$ cat src/hdl/tpm_pkg.sv
// Constants for the link performance-monitor snapshot bank.
// Assumes a 20 MHz clock and a 32-bit APB register port.
// Overview of operation
// - All mapping registers of the link refresh together in one clock edge.
// - A zero-to-one write on the manual snapshot bit refreshes every mapping.
// - With the periodic enable set, the group refreshes once per second.
// - Ten-bit CRC-6 error count in ESF; low byte 00H, top two bits 01H.
// - Twelve-bit F-bit error count in SF, DM, SLC-96; low 02H, high 03H.
// - In ESF the same counter counts frame alignment bit errors.
// - Three-bit count of framing position changes, mapped at 04H.
// - Five-bit count of sync loss events in all formats, mapped at 05H.
// - Sixteen-bit PRBS checker bit error count; low 06H, high 07H.
// - Sixteen-bit line violation count, AMI or B8ZS; low 08H, high 09H.
// - Ten-bit DDS pattern error count in DM format; low byte at 0AH.
// - DDS counter top two bits sit in bits 5 and 4 of 0BH.
`default_nettype none

package tpm_pkg;
   // Register indices; byte address is four times the index
   localparam logic [5:0] IDX_CRC_LOW   = 6'h00;
   localparam logic [5:0] IDX_CRC_HIGH  = 6'h01;
   localparam logic [5:0] IDX_FRAME_LOW  = 6'h02;
   localparam logic [5:0] IDX_FRAME_HIGH = 6'h03;
   localparam logic [5:0] IDX_POSITION   = 6'h04;
   localparam logic [5:0] IDX_SYNC       = 6'h05;
   localparam logic [5:0] IDX_PRBS_LOW  = 6'h06;
   localparam logic [5:0] IDX_PRBS_HIGH = 6'h07;
   localparam logic [5:0] IDX_LINE_LOW   = 6'h08;
   localparam logic [5:0] IDX_LINE_HIGH  = 6'h09;
   localparam logic [5:0] IDX_DDS_LOW   = 6'h0a;
   localparam logic [5:0] IDX_DDS_HIGH  = 6'h0b;
   localparam logic [5:0] IDX_CONTROL   = 6'h0c;
   localparam logic [5:0] IDX_FORMAT    = 6'h0d;
   localparam logic [5:0] IDX_STATUS    = 6'h0e;
   localparam logic [5:0] IDX_MASK      = 6'h0f;
   // Field positions
   localparam int POS_PERIODIC   = 0;
   localparam int POS_MANUAL     = 1;
   localparam int POS_CRC_HIGH   = 4;
   localparam int POS_DDS_HIGH   = 4;
   localparam int POS_POSITION   = 2;
   localparam int POS_EV_SNAP    = 0;
   localparam int POS_EV_SAT     = 1;
   // Frame formats
   localparam logic [1:0] FMT_SF    = 2'h0;
   localparam logic [1:0] FMT_ESF   = 2'h1;
   localparam logic [1:0] FMT_DM    = 2'h2;
   localparam logic [1:0] FMT_SLC96 = 2'h3;
   // Reset values
   localparam logic [1:0] RESET_FORMAT = FMT_SF;
   localparam logic [1:0] RESET_MASK   = 2'h0;
   // Timing
   localparam int SECOND_MS     = 1000;
   localparam int CLOCK_KHZ     = 20000;
   localparam int SECOND_CYCLES = CLOCK_KHZ * SECOND_MS;
   localparam int SECOND_WIDTH  = 32;
endpackage : tpm_pkg

`default_nettype wire

$ cat src/hdl/tpm_perf_monitor.sv
// Performance-monitor counter bank with grouped snapshot registers.
// Assumes event pulses come from framer logic on the same clock.
//
// The APB interface to the registers is this design's own decision.
`default_nettype none

module tpm_perf_monitor #(
   parameter int SECOND_CYCLES = tpm_pkg::SECOND_CYCLES
) (
   // Clock and reset
   input  wire logic        clock,
   input  wire logic        reset,
   // APB slave
   input  wire logic        psel,
   input  wire logic        penable,
   input  wire logic        pwrite,
   input  wire logic [7:0]  paddr,
   input  wire logic [31:0] pwdata,
   output var  logic [31:0] prdata,
   output var  logic        pready,
   output var  logic        pslverr,
   // Framer event pulses
   input  wire logic        crc_error,
   input  wire logic        frame_bit_error,
   input  wire logic        frame_position_change,
   input  wire logic        sync_loss,
   input  wire logic        prbs_bit_error,
   input  wire logic        line_violation,
   input  wire logic        dds_pattern_error,
   // Interrupt
   output var  logic        interrupt
);

   typedef struct packed {
      // Live counters
      logic [9:0]  crc_count;
      logic [11:0] frame_count;
      logic [2:0]  position_count;
      logic [4:0]  sync_count;
      logic [15:0] prbs_count;
      logic [15:0] line_count;
      logic [9:0]  dds_count;

      // Mapping registers
      logic [9:0]  crc_map;
      logic [11:0] frame_map;
      logic [2:0]  position_map;
      logic [4:0]  sync_map;
      logic [15:0] prbs_map;
      logic [15:0] line_map;
      logic [9:0]  dds_map;

      // Control and status
      logic        manual_snapshot_request;
      logic        previous_manual;
      logic        periodic_snapshot_enable;
      logic [1:0]  frame_format;
      logic [tpm_pkg::SECOND_WIDTH-1:0] second_count;
      logic [1:0]  status;
      logic [1:0]  mask;
      logic        interrupt;

      // Bus answer
      logic        pready;
      logic        pslverr;
      logic [31:0] prdata;
   } tpm_state_type;

   tpm_state_type state;
   tpm_state_type next_state;

   localparam logic [tpm_pkg::SECOND_WIDTH-1:0] SECOND_LAST =
      tpm_pkg::SECOND_WIDTH'(SECOND_CYCLES - 1);

   // Saturation values of the counters
   localparam logic [15:0] CRC_LIMIT      = 16'h03ff;
   localparam logic [15:0] FRAME_LIMIT    = 16'h0fff;
   localparam logic [15:0] POSITION_LIMIT = 16'h0007;
   localparam logic [15:0] SYNC_LIMIT     = 16'h001f;
   localparam logic [15:0] PRBS_LIMIT     = 16'hffff;
   localparam logic [15:0] LINE_LIMIT     = 16'hffff;
   localparam logic [15:0] DDS_LIMIT      = 16'h03ff;

   // Saturating increment; a counter never wraps
   function automatic logic [15:0] tpm_sat_inc(
      input logic [15:0] value,
      input logic [15:0] limit,
      input logic        event_in
   );
      logic [15:0] result;
      result = value;
      if (event_in && value != limit) begin
         result = value + 16'h0001;
      end
      return result;
   endfunction : tpm_sat_inc

   // Value an increment builds on; zero when the counter restarts
   function automatic logic [15:0] tpm_base(
      input logic [15:0] value,
      input logic        restart
   );
      logic [15:0] result;
      result = value;
      if (restart) begin
         result = 16'h0000;
      end
      return result;
   endfunction : tpm_base

   // An event that arrives while its counter holds its limit
   function automatic logic tpm_is_full(
      input logic [15:0] value,
      input logic [15:0] limit,
      input logic        event_in
   );
      logic result;
      result = event_in && value == limit;
      return result;
   endfunction : tpm_is_full

   // Frame format match for format-gated counters
   function automatic logic tpm_format_is(
      input logic [1:0] format,
      input logic [1:0] wanted
   );
      logic result;
      result = format == wanted;
      return result;
   endfunction : tpm_format_is

   logic       access;
   logic       write_hit;
   logic [5:0] index;
   logic       unmapped;
   logic       manual_edge;
   logic       second_tick;
   logic       snapshot;
   logic       crc_event;
   logic       frame_event;
   logic [6:0] full_hits;
   logic       dds_event;
   logic       saturated;
   logic [1:0] events;
   logic [1:0] clear_bits;
   logic [31:0] read_value;

   always_comb begin
      next_state = state;

      // Bus decode
      access     = psel && penable;
      index      = paddr[7:2];
      unmapped   = paddr[1:0] != 2'h0 || index > tpm_pkg::IDX_MASK;
      write_hit  = access && state.pready && pwrite;
      clear_bits = 2'h0;

      // Snapshot triggers
      manual_edge = state.manual_snapshot_request
                    && !state.previous_manual;
      next_state.previous_manual = state.manual_snapshot_request;
      second_tick = 1'b0;
      if (!state.periodic_snapshot_enable) begin
         next_state.second_count = '0;
      end else if (state.second_count == SECOND_LAST) begin
         next_state.second_count = '0;
         second_tick = 1'b1;
      end else begin
         next_state.second_count = state.second_count
            + tpm_pkg::SECOND_WIDTH'(1);
      end
      snapshot = manual_edge || second_tick;

      // Format gating of the counted events
      crc_event   = crc_error
                    && tpm_format_is(state.frame_format,
                                     tpm_pkg::FMT_ESF);
      frame_event = frame_bit_error;
      dds_event   = dds_pattern_error
                    && tpm_format_is(state.frame_format,
                                     tpm_pkg::FMT_DM);

      // Group copy into the mappings
      if (snapshot) begin
         next_state.crc_map      = state.crc_count;
         next_state.frame_map    = state.frame_count;
         next_state.position_map = state.position_count;
         next_state.sync_map     = state.sync_count;
         next_state.prbs_map     = state.prbs_count;
         next_state.line_map     = state.line_count;
         next_state.dds_map      = state.dds_count;
      end

      // Counters restart on a snapshot and count the same cycle's event
      // CRC-6 errors
      next_state.crc_count = 10'(tpm_sat_inc(
         tpm_base(16'(state.crc_count), snapshot),
         CRC_LIMIT,
         crc_event));
      full_hits[0] = tpm_is_full(
         16'(state.crc_count), CRC_LIMIT, crc_event);

      // Framing bit errors
      next_state.frame_count = 12'(tpm_sat_inc(
         tpm_base(16'(state.frame_count), snapshot),
         FRAME_LIMIT,
         frame_event));
      full_hits[1] = tpm_is_full(
         16'(state.frame_count), FRAME_LIMIT, frame_event);

      // Framing position changes
      next_state.position_count = 3'(tpm_sat_inc(
         tpm_base(16'(state.position_count), snapshot),
         POSITION_LIMIT,
         frame_position_change));
      full_hits[2] = tpm_is_full(
         16'(state.position_count), POSITION_LIMIT,
         frame_position_change);

      // Sync loss events
      next_state.sync_count = 5'(tpm_sat_inc(
         tpm_base(16'(state.sync_count), snapshot),
         SYNC_LIMIT,
         sync_loss));
      full_hits[3] = tpm_is_full(
         16'(state.sync_count), SYNC_LIMIT, sync_loss);

      // PRBS checker bit errors
      next_state.prbs_count = tpm_sat_inc(
         tpm_base(state.prbs_count, snapshot),
         PRBS_LIMIT,
         prbs_bit_error);
      full_hits[4] = tpm_is_full(
         state.prbs_count, PRBS_LIMIT, prbs_bit_error);

      // Line violations
      next_state.line_count = tpm_sat_inc(
         tpm_base(state.line_count, snapshot),
         LINE_LIMIT,
         line_violation);
      full_hits[5] = tpm_is_full(
         state.line_count, LINE_LIMIT, line_violation);

      // DDS pattern errors
      next_state.dds_count = 10'(tpm_sat_inc(
         tpm_base(16'(state.dds_count), snapshot),
         DDS_LIMIT,
         dds_event));
      full_hits[6] = tpm_is_full(
         16'(state.dds_count), DDS_LIMIT, dds_event);

      // An event that finds its counter full, outside a snapshot
      saturated = !snapshot && |full_hits;
      events = 2'h0;
      events[tpm_pkg::POS_EV_SNAP] = snapshot;
      events[tpm_pkg::POS_EV_SAT]  = saturated;

      // Register writes take effect at the edge where pready is high
      if (write_hit) begin
         case (index)
            tpm_pkg::IDX_CONTROL: begin
               next_state.periodic_snapshot_enable =
                  pwdata[tpm_pkg::POS_PERIODIC];
               next_state.manual_snapshot_request =
                  pwdata[tpm_pkg::POS_MANUAL];
            end
            tpm_pkg::IDX_FORMAT: begin
               next_state.frame_format = pwdata[1:0];
            end
            tpm_pkg::IDX_STATUS: begin
               clear_bits = pwdata[1:0];
            end
            tpm_pkg::IDX_MASK: begin
               next_state.mask = pwdata[1:0];
            end
            default: begin
               next_state.mask = state.mask;
            end
         endcase
      end

      // Sticky status, set wins over clear
      next_state.status = (state.status & ~clear_bits) | events;
      next_state.interrupt = |(next_state.status & next_state.mask);

      // Read mux over the mapping registers and own registers
      read_value = 32'h0000_0000;
      case (index)
         tpm_pkg::IDX_CRC_LOW: begin
            read_value[7:0] = state.crc_map[7:0];
         end
         tpm_pkg::IDX_CRC_HIGH: begin
            read_value[tpm_pkg::POS_CRC_HIGH +: 2] =
               state.crc_map[9:8];
         end
         tpm_pkg::IDX_FRAME_LOW: begin
            read_value[7:0] = state.frame_map[7:0];
         end
         tpm_pkg::IDX_FRAME_HIGH: begin
            read_value[3:0] = state.frame_map[11:8];
         end
         tpm_pkg::IDX_POSITION: begin
            read_value[tpm_pkg::POS_POSITION +: 3] =
               state.position_map;
         end
         tpm_pkg::IDX_SYNC: begin
            read_value[4:0] = state.sync_map;
         end
         tpm_pkg::IDX_PRBS_LOW: begin
            read_value[7:0] = state.prbs_map[7:0];
         end
         tpm_pkg::IDX_PRBS_HIGH: begin
            read_value[7:0] = state.prbs_map[15:8];
         end
         tpm_pkg::IDX_LINE_LOW: begin
            read_value[7:0] = state.line_map[7:0];
         end
         tpm_pkg::IDX_LINE_HIGH: begin
            read_value[7:0] = state.line_map[15:8];
         end
         tpm_pkg::IDX_DDS_LOW: begin
            read_value[7:0] = state.dds_map[7:0];
         end
         tpm_pkg::IDX_DDS_HIGH: begin
            read_value[tpm_pkg::POS_DDS_HIGH +: 2] =
               state.dds_map[9:8];
         end
         tpm_pkg::IDX_CONTROL: begin
            read_value[tpm_pkg::POS_PERIODIC] =
               state.periodic_snapshot_enable;
            read_value[tpm_pkg::POS_MANUAL] =
               state.manual_snapshot_request;
         end
         tpm_pkg::IDX_FORMAT: begin
            read_value[1:0] = state.frame_format;
         end
         tpm_pkg::IDX_STATUS: begin
            read_value[1:0] = state.status;
         end
         tpm_pkg::IDX_MASK: begin
            read_value[1:0] = state.mask;
         end
         default: begin
            read_value = 32'h0000_0000;
         end
      endcase
      if (unmapped) begin
         read_value = 32'h0000_0000;
      end

      // APB answer one cycle into the access phase
      next_state.pready  = 1'b0;
      next_state.pslverr = 1'b0;
      if (access && !state.pready) begin
         next_state.pready  = 1'b1;
         next_state.pslverr = unmapped;
         if (!pwrite) begin
            next_state.prdata = read_value;
         end
      end
   end

   always_ff @(posedge clock or posedge reset) begin
      if (reset) begin
         state <= '0;
         state.frame_format <= tpm_pkg::RESET_FORMAT;
         state.mask <= tpm_pkg::RESET_MASK;
      end else begin
         state <= next_state;
      end
   end

   assign prdata    = state.prdata;
   assign pready    = state.pready;
   assign pslverr   = state.pslverr;
   assign interrupt = state.interrupt;

endmodule : tpm_perf_monitor

`default_nettype wire

$ cat config.mk
export PLATFORM = sky130hd
export DESIGN_NAME = tpm_perf_monitor
export DESIGN_NICKNAME = d
export VERILOG_FILES = /design/src/hdl/tpm_pkg.sv /design/src/hdl/tpm_perf_monitor.sv
export SDC_FILE = /design/constraint.sdc
export NUM_CORES = 1
export LEC_CHECK = 0
export BUFFER_PORTS_ARGS = -buffer_cell sky130_fd_sc_hd__buf_2
export CORE_ASPECT_RATIO = 1.5
export CORE_MARGIN = 2
export CORE_UTILIZATION = 25
export CTS_CLUSTER_SIZE = 24
export DETAILED_ROUTE_END_ITERATION = 12
export HOLD_SLACK_MARGIN = 0.03
export PLACE_DENSITY = 0.53
export SYNTH_ARGS = -nofsm -noshare
export SYNTH_HDL_FRONTEND = slang
export SYNTH_SLANG_ARGS = --single-unit
$ cat constraint.sdc
create_clock -name clock -period 6.3 [get_ports clock]
set_input_delay 0.63 -clock clock [delete_from_list [all_inputs] [get_ports clock]]
set_output_delay 0.63 -clock clock [all_outputs]
set_load 0.005 [all_outputs]
==> flow_summary.json <==
{
  "fp.dieH_microns": 250,
  "hold_class": "in -> async",
  "ff_latch_area_sq_um": 4900,
  "reg2reg_slack_ns": 2.53,
  "reg2regPathDepth": 12,
  "final_area_sq_um": 11300,
  "ys_seq_elements": 196,
  "row_count": 90,
  "max-slew-margin-rel": 0.304,
  "vias": 7818,
  "clk_latency_ns": 0.45,
  "ys_types": 66,
  "arrival_ns": 4.07,
  "hold_slack_ns": 0.323,
  "synth.largest_area_cell": "dfrtp_1",
  "tightest_slew_ns": 1.04,
  "tns_ns": 0,
  "syn_inst": 1101,
  "ir_drop_uv": 127,
  "grt_usage": 0.126,
  "htreeDepth": 4,
  "die_area_sq_um": 42000,
  "root_buffer": "clkbuf_16",
  "synth_seq_area_share": 0.486,
  "drive_above_1_share": 0.0889,
  "yosys-top-cells-count": "nand2_1, dfrtp_1, nor2_1",
  "grt_first_pass_wirelength_microns": 41500,
  "fill_cells": 4204,
  "avgRoutedWirePerCell_microns": 15.8,
  "cp-start-kind": "flop",
  "cts-buffers-inserted": 17,
  "wl_met2_microns": 13100,
  "ant_nets": 0,
  "period_share": 0.599,
  "clk_pin_slew_ns": 0.07,
  "dpl_cell_area_sq_um": 10600,
  "final_nets": 1163,
  "end_kind": "flop",
  "wl_microns": 25700,
  "drtPass1Iterations": 5,
  "synth_flop_cell": "dfrtp_1",
  "start_util": 0.252,
  "syn2layout_area_growth_pct": 11.6,
  "totalPowerFinal_w": 0.00314,
  "synth_top_family_by_area": "simple AND/OR/NAND/NOR gates",
  "synthAdderAreaFrac": 0.0124,
  "synthTopCellsByArea": "dfrtp_1, nand2_1, nor2_1",
  "synth_area_sq_um": 10100,
  "first_global_vias": 7619,
  "multiInputGateArea_sq_um": 4790,
  "finalSetupViolCount": 0,
  "max_cap_violations": 0,
  "dr_wl_met3_microns": 787,
  "grt_max_degree": 128,
  "drc_errors": 0,
  "place_congestion": 0.837,
  "yosysMostFrequentCell": "nand2_1",
  "cts-resized-gates": 0,
  "via_per_inst": 4.82,
  "power.density_nw_per_um2": 279,
  "drv_slew": 0,
  "r2r_end": "state[181]",
  "cts_tree": "done",
  "period_needed_ns": 3.77,
  "synth_edf_count": 0,
  "clock_skew_ns": 0.00638,
  "synth_top_cell_area_share": 0.486,
  "routed.top_layer": "met5",
  "core_sq_um": 40000,
  "hold_buffers": 0,
  "synth_area_per_cell_sq_um": 9.17,
  "port_buffers": 32,
  "synthMuxAreaShare": 0.0280,
  "antenna_found_initial": 3,
  "dpl.hpwl_microns": 18500,
  "hold_viol": 0,
  "synthSimpleGateAreaFrac": 0.280,
  "max_freq_mhz": 265,
  "grt_overflow": 0,
  "cts_setup_buffers": 0,
  "numClockSinks": 196,
  "io_pins": 87,
  "required_ns": 6.60,
  "synth_compound_area_frac": 0.0878,
  "drtIter0Drc": 442,
  "synthArstFlopShare": 1.00,
  "die_w_microns": 168,
  "outcome": "complete, no violations",
  "wl_met1_microns": 10600,
  "synthXorXnorAreaFrac": 0.0547,
  "critPathMaxFanout": 65,
  "final_util": 0.282,
  "yosysWarnings": 0,
  "p_leak_nw": 5.15,
  "worst-setup-path-type": "reg -> reg",
  "r2r-start": "state[67]",
  "clk_path_buf_depth": 2,
  "rsz0062_at_grt": "false"
}
[layer usage]
| layer | GRT usage | vias to the layer above |
|---|---|---|
| met2 | 0.216 | 140 |
| li1 | - | 3785 |
| met3 | 0.0248 | 48 |
| met5 | 0 | - |
| met4 | 0.0738 | 2 |
| met1 | 0.146 | 3843 |
[flip-flops by register name (all words and copies together) (netlist names)]
| signal | cells |
|---|---|
| state | 184 |
| next_state | 1 |
| prdata | 8 |
| pready | 1 |
| interrupt | 1 |
| pslverr | 1 |
[placed cells by master, fill, tap and decap left out, types with 11 or more instances in the layout]
master	netlist	layout
xnor2_1	27	27
nor2_1	87	87
a21oi_1	19	19
and2_1	22	22
nor3_1	29	29
nand3_1	42	42
xor2_1	36	36
dfrtp_1	196	196
and3_1	18	18
o21ai_0	22	22
clkbuf_16	0	17
buf_2	12	32
nand2_1	262	262
mux2i_1	17	17
nand4_1	41	41
or3_1	11	11
conb_1	1	24
inv_1	16	15
and4_1	17	17
nor4_1	11	11
[layout make-up]
class,instances,area share
Antenna cell,2,0.000445
Multi-Input combinational cell,830,0.425
Tap cell,506,0.0562
Inverter,16,0.00600
Timing Repair Buffer,40,0.0196
Clock buffer,19,0.0393
Clock inverter,13,0.0176
Sequential cell,196,0.436
[worst max path at each step]
| stage | from | end | slack, ns | cells after the start |
|---|---|---|---|---|
| after global routing | state[67] | state[181] | 2.29 | 12 |
| after CTS | state[67] | state[194] | 2.57 | 11 |
| after floorplan | reset | interrupt | 0.33 | 1 |
| after detailed placement | state[67] | state[194] | 2.59 | 11 |
| final | state[67] | state[181] | 2.53 | 12 |
| after global placement | state[65] | state[191] | 2.61 | 11 |
[through the flow]
step | std cells | setup slack [ns]
after floorplan | 1124 | 0.329
after global placement | 1588 | 2.61
after global routing | 1622 | 2.29
after detailed placement | 1588 | 2.59
final | 1622 | 2.53
after CTS | 1620 | 2.57
[critical path: stages (launching register included)]
cell	delay, ns
dfrtp_1	0.42
nor4_1	0.51
nand4_1	0.35
o41a_2	0.54
buf_4	0.33
and2_1	0.28
ha_1	0.23
nand3_1	0.11
nor4_1	0.05
buf_4	0.18
nor4b_1	0.38
xnor2_1	0.16
nor2_1	0.05
[cells by family after synthesis]
kind of cell,Yosys count
AND/OR/NAND/NOR,587
flip-flops,196
AO/OA/AOI/OAI,119
buffers and inverters,98
XOR/XNOR,63
multiplexers,27
adder cells (fa/ha/maj),10
other,1
[power by group]
part	internal [W]	switching (W)	total, W
registers	0.00140	0.000154	0.00155
logic	0.000177	0.000229	0.000406
clock network	0.000682	0.000496	0.00118
Power figures use the tool's default switching activity.
